[src/verilog/reset_mode_pkg.sv]
// Package: master mode register layout, reset timing and pin-control types
package reset_mode_pkg;

    // ----------------------------------------
    // Register map and field positions
    // ----------------------------------------
    localparam logic [7:0] master_mode_offset = 8'h00;
    localparam logic [7:0] line_iface_ctrl_offset = 8'h79;
    localparam logic [7:0] test_area_offset = 8'hF0;
    localparam logic [7:0] master_mode_reset = 8'h00;
    localparam logic [7:0] line_iface_ctrl_reset = 8'h00;
    localparam int soft_chip_reset_bit = 0;
    localparam int line_standard_select_bit = 1;
    localparam int pin_test_lo_bit = 2;
    localparam int pin_test_hi_bit = 3;
    localparam int line_iface_reset_bit = 6;

    // ----------------------------------------
    // Timing
    // ----------------------------------------
    localparam int clk_period_ns = 10;
    localparam int soft_reset_ns = 100;
    localparam int soft_reset_cycles = (soft_reset_ns + clk_period_ns - 1) / clk_period_ns;
    localparam int power_up_ns = 200;
    localparam int power_up_cycles = (power_up_ns + clk_period_ns - 1) / clk_period_ns;
    localparam int line_recover_ms = 40;
    localparam int line_recover_cycles_dflt = line_recover_ms * 1000000 / clk_period_ns;
    localparam int cnt_w = 24;

    // ----------------------------------------
    // Types
    // ----------------------------------------
    typedef enum logic [1:0] {
        pins_normal = 2'b00,
        pins_float = 2'b01,
        pins_low = 2'b10,
        pins_high = 2'b11
    } pin_test_t;

    typedef struct packed {
        logic cs_n;
        logic rd_n;
        logic wr_n;
        logic [7:0] addr;
        logic [7:0] wdata;
    } host_req_t;

    typedef struct packed {
        logic [7:0] rdata;
        logic rdata_oe_n;
    } host_rsp_t;

endpackage : reset_mode_pkg

[src/verilog/reset_and_mode_control.sv]
// Chip reset sequencing, master mode register and output pin test modes
`timescale 1ns/100ps

module reset_and_mode_control #(
    parameter int line_recover_cycles = reset_mode_pkg::line_recover_cycles_dflt
) (
    // Clock and reset
    input wire logic clk,
    input wire logic reset,
    input wire logic hw_chip_reset_pin,
    // Parallel control port
    input wire reset_mode_pkg::host_req_t host_req,
    output reset_mode_pkg::host_rsp_t host_rsp,
    // Chip-wide controls
    output logic chip_reset,
    output logic line_standard_select,
    output logic line_iface_rst,
    output logic line_iface_ready,
    output logic traffic_enable,
    // Output pin control
    input wire logic [7:0] core_pin_out,
    input wire logic [7:0] core_pin_oe_n,
    output logic [7:0] pin_out,
    output logic [7:0] pin_oe_n,
    output logic port_float
);
    import reset_mode_pkg::*;

    // ----------------------------------------
    // Host access decode
    // ----------------------------------------
    logic wr_stb, rd_stb, wr_q, soft_trig, line_trig;
    logic [7:0] master_mode_q, line_ctrl_q;
    logic [cnt_w-1:0] rst_cnt_q, lir_cnt_q;
    logic chip_reset_q, soft_busy_q, powered_q;
    pin_test_t test_mode;

    function automatic logic hit(input logic [7:0] a, input logic [7:0] off);
        hit = (a == off);
    endfunction : hit

    function automatic logic is_float(input pin_test_t m);
        is_float = (m == pins_float);
    endfunction : is_float

    assign wr_stb = !host_req.cs_n && !host_req.wr_n && !wr_q;
    assign rd_stb = !host_req.cs_n && !host_req.rd_n;
    assign test_mode = pin_test_t'(master_mode_q[pin_test_hi_bit:pin_test_lo_bit]);

    // Only a 0-to-1 change of a reset bit starts a reset; writes during a chip reset are dropped
    assign soft_trig = wr_stb && !chip_reset_q && hit(host_req.addr, master_mode_offset)
                       && host_req.wdata[soft_chip_reset_bit] && !master_mode_q[soft_chip_reset_bit];
    assign line_trig = wr_stb && hit(host_req.addr, line_iface_ctrl_offset)
                       && host_req.wdata[line_iface_reset_bit] && !line_ctrl_q[line_iface_reset_bit];

    always_ff @(posedge clk or posedge reset) begin
        if (reset) begin
            wr_q <= 1'b0;
        end else begin
            wr_q <= !host_req.cs_n && !host_req.wr_n;
        end
    end

    // ----------------------------------------
    // Chip reset sequencer
    // ----------------------------------------
    // Async reset models power-on; it is held in reset for a fixed stretch after release.
    // The hardware pin wins over a soft write landing in the same cycle
    always_ff @(posedge clk or posedge reset) begin
        if (reset) begin
            rst_cnt_q <= cnt_w'(power_up_cycles);
            chip_reset_q <= 1'b1;
            soft_busy_q <= 1'b0;
            powered_q <= 1'b0;
        end else if (hw_chip_reset_pin) begin
            rst_cnt_q <= cnt_w'(soft_reset_cycles);
            chip_reset_q <= 1'b1;
            soft_busy_q <= 1'b0;
        end else if (soft_trig) begin
            rst_cnt_q <= cnt_w'(soft_reset_cycles);
            chip_reset_q <= 1'b1;
            soft_busy_q <= 1'b1;
        end else if (rst_cnt_q != '0) begin
            rst_cnt_q <= rst_cnt_q - 1'b1;
        end else begin
            chip_reset_q <= 1'b0;
            soft_busy_q <= 1'b0;
            powered_q <= 1'b1;
        end
    end

    // ----------------------------------------
    // Registers
    // ----------------------------------------
    always_ff @(posedge clk or posedge reset) begin
        if (reset) begin
            master_mode_q <= master_mode_reset;
            line_ctrl_q <= line_iface_ctrl_reset;
        end else if (chip_reset_q && rst_cnt_q != '0) begin
            // Soft reset bit stays set so a poll sees the reset running
            master_mode_q <= soft_busy_q ? (8'h01 << soft_chip_reset_bit) : master_mode_reset;
            line_ctrl_q <= line_iface_ctrl_reset;
        end else if (chip_reset_q) begin
            master_mode_q <= master_mode_reset;
            line_ctrl_q <= line_iface_ctrl_reset;
        end else if (wr_stb && hit(host_req.addr, master_mode_offset)) begin
            // Upper bits are kept at zero regardless of what the host writes
            master_mode_q <= {4'h0, host_req.wdata[3:0]};
        end else if (wr_stb && hit(host_req.addr, line_iface_ctrl_offset)) begin
            line_ctrl_q <= host_req.wdata;
        end
    end

    // ----------------------------------------
    // Line interface reset and recovery
    // ----------------------------------------
    // Recovery length is a parameter so a short run can stand in for the real settling time
    always_ff @(posedge clk or posedge reset) begin
        if (reset) begin
            lir_cnt_q <= '0;
            line_iface_rst <= 1'b1;
            line_iface_ready <= 1'b0;
        end else if (chip_reset_q) begin
            lir_cnt_q <= '0;
            line_iface_rst <= 1'b1;
            line_iface_ready <= 1'b0;
        end else if (line_trig) begin
            lir_cnt_q <= cnt_w'(line_recover_cycles);
            line_iface_rst <= 1'b1;
            line_iface_ready <= 1'b0;
        end else if (lir_cnt_q != '0) begin
            lir_cnt_q <= lir_cnt_q - 1'b1;
            line_iface_rst <= 1'b0;
        end else begin
            line_iface_rst <= 1'b0;
            line_iface_ready <= powered_q;
        end
    end

    // ----------------------------------------
    // Mode outputs and pin test forcing
    // ----------------------------------------
    always_ff @(posedge clk or posedge reset) begin
        if (reset) begin
            chip_reset <= 1'b1;
            line_standard_select <= 1'b0;
            traffic_enable <= 1'b0;
            pin_out <= 8'h00;
            pin_oe_n <= 8'hFF;
            port_float <= 1'b0;
        end else begin
            chip_reset <= chip_reset_q;
            line_standard_select <= master_mode_q[line_standard_select_bit];
            traffic_enable <= !chip_reset_q;
            // Float mode also releases the parallel data bus in the read path
            unique case (test_mode)
                pins_normal: begin
                    pin_out <= core_pin_out;
                    pin_oe_n <= core_pin_oe_n;
                    port_float <= 1'b0;
                end
                pins_float: begin
                    pin_out <= 8'h00;
                    pin_oe_n <= 8'hFF;
                    port_float <= 1'b1;
                end
                pins_low: begin
                    pin_out <= 8'h00;
                    pin_oe_n <= 8'h00;
                    port_float <= 1'b0;
                end
                pins_high: begin
                    pin_out <= 8'hFF;
                    pin_oe_n <= 8'h00;
                    port_float <= 1'b0;
                end
            endcase
        end
    end

    // ----------------------------------------
    // Read path
    // ----------------------------------------
    // Unmapped addresses read as zero so a stray poll never sees stale data
    logic [7:0] rdata_d;

    always_comb begin
        rdata_d = 8'h00;
        if (hit(host_req.addr, master_mode_offset)) begin
            rdata_d = master_mode_q;
        end else if (hit(host_req.addr, line_iface_ctrl_offset)) begin
            rdata_d = line_ctrl_q;
        end
    end

    // Registered answer: data follows the strobe by one cycle and drops one cycle after it ends
    always_ff @(posedge clk or posedge reset) begin
        if (reset) begin
            host_rsp <= '{rdata: 8'h00, rdata_oe_n: 1'b1};
        end else begin
            host_rsp.rdata_oe_n <= !(rd_stb && !is_float(test_mode));
            host_rsp.rdata <= rd_stb ? rdata_d : 8'h00;
        end
    end

endmodule : reset_and_mode_control

[config.mk]
export PLATFORM = sky130hd
export DESIGN_NAME = reset_and_mode_control
export DESIGN_NICKNAME = d
export VERILOG_FILES = /design/src/verilog/reset_mode_pkg.sv /design/src/verilog/reset_and_mode_control.sv
export SDC_FILE = /design/constraint.sdc
export NUM_CORES = 1
export LEC_CHECK = 0
export ABC_AREA = 1
export BUFFER_PORTS_ARGS = -buffer_cell sky130_fd_sc_hd__buf_4
export CAP_MARGIN = 30
export CORE_ASPECT_RATIO = 2
export CORE_MARGIN = 2
export CORE_UTILIZATION = 36
export DETAILED_ROUTE_END_ITERATION = 8
export PLACE_DENSITY_LB_ADDON = 0.12
export SYNTH_ARGS = -nofsm -noshare
export SYNTH_HDL_FRONTEND = slang
export SYNTH_SLANG_ARGS = --single-unit
export TNS_END_PERCENT = 5
[constraint.sdc]
create_clock -name clk -period 3.9 [get_ports clk]
set_clock_uncertainty 0.1 [all_clocks]
set_input_delay 0.39 -clock clk [delete_from_list [all_inputs] [get_ports clk]]
set_output_delay 0.39 -clock clk [all_outputs]
set_load 0.05 [all_outputs]
==> impl_metrics.ini, run 1 <==
[outcome]
status = finished, final reports clean

[synthesis]
yosysSeqAreaShare_pct = 47.6
syn-mean-instance-area_sq_um = 7.66
synth_area_sq_um = 5030
synth_nets = 699
synthArstFlopShare_pct = 100
yosys_warnings = 0
ys.flop_type = dfrtp_1
ys_seq_elements = 95
synth_cell_types = 35
synth_edf_count = 0
synthCells = 657

[floorplan]
initial_core_util_pct = 36.4
die_area_sq_um = 15000
io_pins = 69
dieHeight_um = 171
core_sq_um = 13800
rows = 61
die_x_um = 87.6

[min_path]
worstHoldPathType = in2reg

[critical_path]
path_depth = 9
reg2regPathDepth = 9
critical_path_arrival_ns = 2.08
crit_chain = inv_1 > ha_1 > nand3_1 > nor2_1 > nand3_2 > nand3_1 > nand2_1 > nand2_1 > nor2_1
crit_required_ns = 4.04
r2r_end = rst_cnt_q[21]$_DFFE_PP0P_
start_kind = register
timing.rr.start = rst_cnt_q[0]$_DFFE_PP0P_
cp-startpoint = rst_cnt_q[0]$_DFFE_PP0P_
cp_top_family = simple AND/OR/NAND/NOR gates
r2r_slack_ns = 1.96
worstSetupEndpointType = register
max_stage_delay_ns = 0.39
worst-setup-path-type = reg2reg
cp-endpoint = rst_cnt_q[21]$_DFFE_PP0P_
path_max_fanout = 21
critPathSlowestCell = nand3_2
cp_num_buf_inv = 1

[timing]
rsz0062_at_grt = no
max_slew.worst_pin.slew_ns = 0.516
slew_violations = 0
fin_crit_sh_pct = 49.6
timing.fmax_mhz = 517
hold_viol = 0
finalCriticalPeriod_ns = 1.94
setup-tns-final_ns = 0
hold_slack_ns = 0.0913
relSlewSlack_pct = 65.5
setup_viol_count_final = 0

[run]
maxCapViolations = 0

[finish]
seqCellArea_sq_um = 2390
syn_to_final_growth_pct = 21.0
fill_cells = 1434
num-nets-final = 772
insertedDiodeCount = 0
final_layout_size_suffix_gt1_share_pct = 19.5
mostFrequentLayoutCells = nand2_1 (158), nor2_1 (140), dfrtp_1 (81), inv_1 (75), buf_4 (69)
multi_input_area_sq_um = 2260
postLayoutCoreUtil_pct = 44.1
final_cells = 924
mostFrequentLayoutCell = nand2_1

[routing]
drt_pass1_iterations = 5
vias = 4457
drc = 0
via_per_inst = 4.82
wirelength_um = 13300
drtIter0Drc = 188
ant_nets = 0
route.detailed.wl_per_inst_um = 14.4

[global_routing]
grt_pass1_wl_um = 21700
grt_max_degree = 63
track_usage_pct = 18.9
antenna_found_initial = 0
gr-total-overflow = 0
grt_pass1_vias = 4472

[clocking]
cts_tree = yes
cts.sinks = 95
cts-buffers-inserted = 9
clock_path_buffers = 2
clk_pin_slew_ns = 0.08
htree_levels = 3
clock_latency_ns = 0.35
postCtsSetupBuffers = 0
root_buffer = clkbuf_16

[pwr]
power_mw = 2.59
power_density_nw_per_um2 = 425
ir_drop_mv = 0.217
leakage_nw = 3.26

[place]
globalplace.congestion = 0.908
placedCellCount = 907
dp_hpwl_um = 10300
portBuffers = 68
## worst register-to-register path, delay by kind of cell, from the launching register on
family | cells | cell delay [ns]
adders and majority gates | 1 | 0.21
and+or+nand+nor | 7 | 1.01
DFF | 1 | 0.36
buffers and inverters | 1 | 0.15
## registers in the layout (all words and copies together), names as in the netlist
register	flops
chip_reset	1
line_ctrl_q	8
master_mode_q	4
line_iface_rst	1
port_float	1
chip_reset_q	1
soft_busy_q	1
line_iface_ready	1
powered_q	1
pin_out	8
line_standard_select	1
host_rsp	9
lir_cnt_q	24
traffic_enable	1
pin_oe_n	8
rst_cnt_q	24
wr_q	1
## final cells by class
cell class,instances,share of cell area [%]
clock buffers,9,3.70
clock inverters,7,1.38
inverters,81,5.08
multi-input cells,471,37.1
flip-flops and latches,95,39.3
well taps,189,3.88
repair buffers,72,9.58
## stage by stage
stage	worst slack, ns	area (sq um)
global route	1.75	6090
global placement	1.81	5710
CTS	1.93	6090
finish	1.96	6090
floorplan	0.956	5030
detailed placement	1.90	5770
## synth_stat cells, types with 3 or more instances
cell / number / share of area (%)
nand4_1: 26 / 3.2
buf_6: 4 / 0.90
nand2_1: 158 / 12
dfrtp_1: 81 / 40
nor3_1: 6 / 0.60
dfstp_2: 14 / 7.3
o21ai_0: 15 / 1.5
inv_1: 76 / 5.7
clkbuf_1: 3 / 0.22
nand3_1: 57 / 5.7
nand4_4: 3 / 1.3
nand2_2: 5 / 0.62
nor2_1: 140 / 10
nand3_2: 3 / 0.60
and3_1: 3 / 0.37
a21oi_1: 10 / 0.99
ha_1: 4 / 0.99
xor2_1: 7 / 1.2
nor2_2: 13 / 1.6
nor2_4: 8 / 1.8
## cell families (layout without fill, tap and decap cells)
kind of cell,after synthesis,in the layout,share of synthesized area [%]
DFF,95,95,47.6
xor gates and xnor gates,7,7,1.22
and+or+nand+nor,431,431,39.5
adders and majority gates,4,4,0.995
AOI/OAI and AO/OA,29,29,3.13
buffers and inverters,91,169,7.56
## report_power, final
part,internal (mW),leakage (nW),switching [mW],total (mW)
sequential,1.03,1.24,0.0357,1.07
combinational,0.206,1.87,0.414,0.619
clock,0.460,0.151,0.439,0.898
## metal layers
layer / global-route usage [%] / vias to the layer above / part of all wire (%)
met5: 0 / - / 0
li1: - / 2214 / -
met1: 17.9 / 2120 / 35
met3: 2.16 / 33 / 2.3
met2: 37.2 / 90 / 58
met4: 10.9 / 0 / 5.0
## what timing repair did
action / 4_1_cts / 5_1_grt
resized for setup: 0 / 0
hold buffers: 1 / 0
endpoints found under the hold margin: 20 / 0
## worst min path at each step
| stage | start | end | slack (ns) | cells after the start |
|---|---|---|---|---|
| 2_1_floorplan | master_mode_q[1]$_DFFE_PP0P_ | line_standard_select$_DFF_PP0_ | 0.27 | 0 |
| 6_report | host_req[16] | wr_q$_DFF_PP0_ | 0.09 | 2 |
| 3_3_place_gp | master_mode_q[1]$_DFFE_PP0P_ | line_standard_select$_DFF_PP0_ | 0.30 | 0 |
| 5_1_grt | host_req[16] | wr_q$_DFF_PP0_ | 0.09 | 2 |
| 3_5_place_dp | master_mode_q[1]$_DFFE_PP0P_ | line_standard_select$_DFF_PP0_ | 0.28 | 0 |
| 4_1_cts | host_req[16] | wr_q$_DFF_PP0_ | 0.09 | 2 |
(Power assumes the default switching activity.)
==> run 2, diff against run 1 <==
- clock period: 3.9 -> 1.61 ns (I/O delays scaled with it)
==> run 2 against run 1 <==
  * Wire length grew 5.1%
  * Combinational power grew to 2.9 times the previous value
  * Global-route usage grew 0.72 points
  * Worst setup slack worse by 2.0 ns
  * Final cell count grew 8.7%
  * Maximum frequency increased by 21%
  * Clock-buffer cell count unchanged
  * Power rose to 2.5 times the previous value
  * Sequential power rose by 140%
  * Flip-flop and latch count did not move
  * Cell area up 13%
==> impl_metrics.ini, run 2 (synthesized netlist as in run 1, its figures left out) <==
[outcome]
status = finished, final reports clean

[floorplan]
core_sq_um = 13800
die_x_um = 87.6
dieHeight_um = 171
die_area_sq_um = 15000
initial_core_util_pct = 36.4
io_pins = 69
rows = 61

[critical_path]
crit_required_ns = 1.79
worst-setup-path-type = reg2reg
path_max_fanout = 8
r2r_slack_ns = 0.004
timing.rr.start = lir_cnt_q[19]$_DFFE_PP0P_
reg2regPathDepth = 7
cp-endpoint = lir_cnt_q[0]$_DFFE_PP0P_
critical_path_arrival_ns = 1.79
start_kind = register
cp-startpoint = lir_cnt_q[19]$_DFFE_PP0P_
worstSetupEndpointType = register
r2r_end = lir_cnt_q[0]$_DFFE_PP0P_

[routing]
drt_pass1_iterations = 4
drtIter0Drc = 201
wirelength_um = 14000
drc = 0
via_per_inst = 4.67
route.detailed.wl_per_inst_um = 13.9
vias = 4684
ant_nets = 0

[timing]
fin_crit_sh_pct = 99.7
relSlewSlack_pct = 65.8
finalCriticalPeriod_ns = 1.61
timing.fmax_mhz = 623
fin_ws_ns = 0.00444
hold_viol = 0
slew_violations = 0
max_slew.worst_pin.slew_ns = 0.514
setup_viol_count_final = 0
hold_slack_ns = 0.0195
rsz0062_at_grt = yes

[finish]
finalInstanceArea_sq_um = 6870
mostFrequentLayoutCell = nand2_1
num-nets-final = 852
postLayoutCoreUtil_pct = 49.7
insertedDiodeCount = 0
final_layout_size_suffix_gt1_share_pct = 29.0
mostFrequentLayoutCells = nand2_1 (154), buf_4 (121), nor2_1 (116), dfrtp_1 (81), inv_1 (69)
reg_top3 = lir_cnt_q (24), rst_cnt_q (24), host_rsp (9)
syn_to_final_growth_pct = 36.6

[place]
portBuffers = 68
dp_hpwl_um = 10600
place_area_sq_um = 6110
globalplace.congestion = 0.955
pre_cts_ws_ns = -0.108

[clocking]
root_buffer = clkbuf_16
clock_path_buffers = 2
clock_latency_ns = 0.35
htree_levels = 3
clk_pin_slew_ns = 0.08
cts_tree = yes
cts.sinks = 95
cts-buffers-inserted = 9

[global_routing]
track_usage_pct = 19.6
antenna_found_initial = 0
gr-total-overflow = 0
grt_pass1_vias = 4829
grt_pass1_wl_um = 22800
grt_max_degree = 96

[pwr]
leakage_nw = 3.63
power_density_nw_per_um2 = 955
ir_drop_mv = 0.533

[run]
maxCapViolations = 0

[min_path]
worstHoldPathType = in2reg
## run 2: stage by stage
step,TNS [ns],std cells,total power [mW]
2_1_floorplan,0,657,3.75
3_3_place_gp,-0.375,956,4.25
3_5_place_dp,-1.13,956,4.28
4_1_cts,-0.0990,999,6.58
5_1_grt,-2.02,1004,6.93
6_report,0,1004,6.56
## run 2: timing repair
action	4_1_cts	5_1_grt
endpoints found under the hold margin	109	0
gates resized for setup	13	38
pin swaps	5	4
setup buffers	0	5
cloned	0	0
endpoints found under the setup margin	28	58
hold buffers	27	0
## run 2: area by class of cell
class	count	area (sq um)
clock buffer	9	225
clock inverter	7	86.3
tap	189	236
timing repair buffer	152	1230
inverter	81	314
sequential	95	2390
multi-input combinational	471	2380
fill	1356	6940
## run 2: worst min path at each step
stage / slack (ns) / start / end / depth (start not counted)
after floorplan: 0.12 / host_req[18] / wr_q$_DFF_PP0_ / 1
after global placement: 0.23 / host_req[16] / wr_q$_DFF_PP0_ / 2
after detailed placement: 0.23 / host_req[16] / wr_q$_DFF_PP0_ / 2
after CTS: 0.01 / host_req[17] / host_rsp[2]$_DFF_PP0_ / 4
after global routing: 0.03 / host_req[17] / host_rsp[2]$_DFF_PP0_ / 4
final: 0.02 / host_req[17] / host_rsp[2]$_DFF_PP0_ / 4
## run 2: routing by layer
metal,routed length [um],vias to the layer above,GRT usage [%]
li1,-,2375,-
met1,4960,2210,19.9
met4,453,0,8.09
met5,0,-,0
met3,289,26,2.40
met2,8260,73,38.7
## run 2: power breakdown
group / leakage (nW) / switching [mW] / internal (mW) / total [mW]
sequential: 1.24 / 0.0831 / 2.50 / 2.59
clock: 0.151 / 1.05 / 1.12 / 2.17
combinational: 2.23 / 1.11 / 0.700 / 1.81
total: 3.63 / 2.24 / 4.32 / 6.56
## run 2: worst max-delay path, cell delays in order (launching register included)
cell     delay, ns
dfrtp_1       0.41
nor2_1        0.20
nand2_1       0.14
inv_1         0.17
nand4_4       0.13
nor2_4        0.23
nand2_1       0.08
nand2_1       0.08
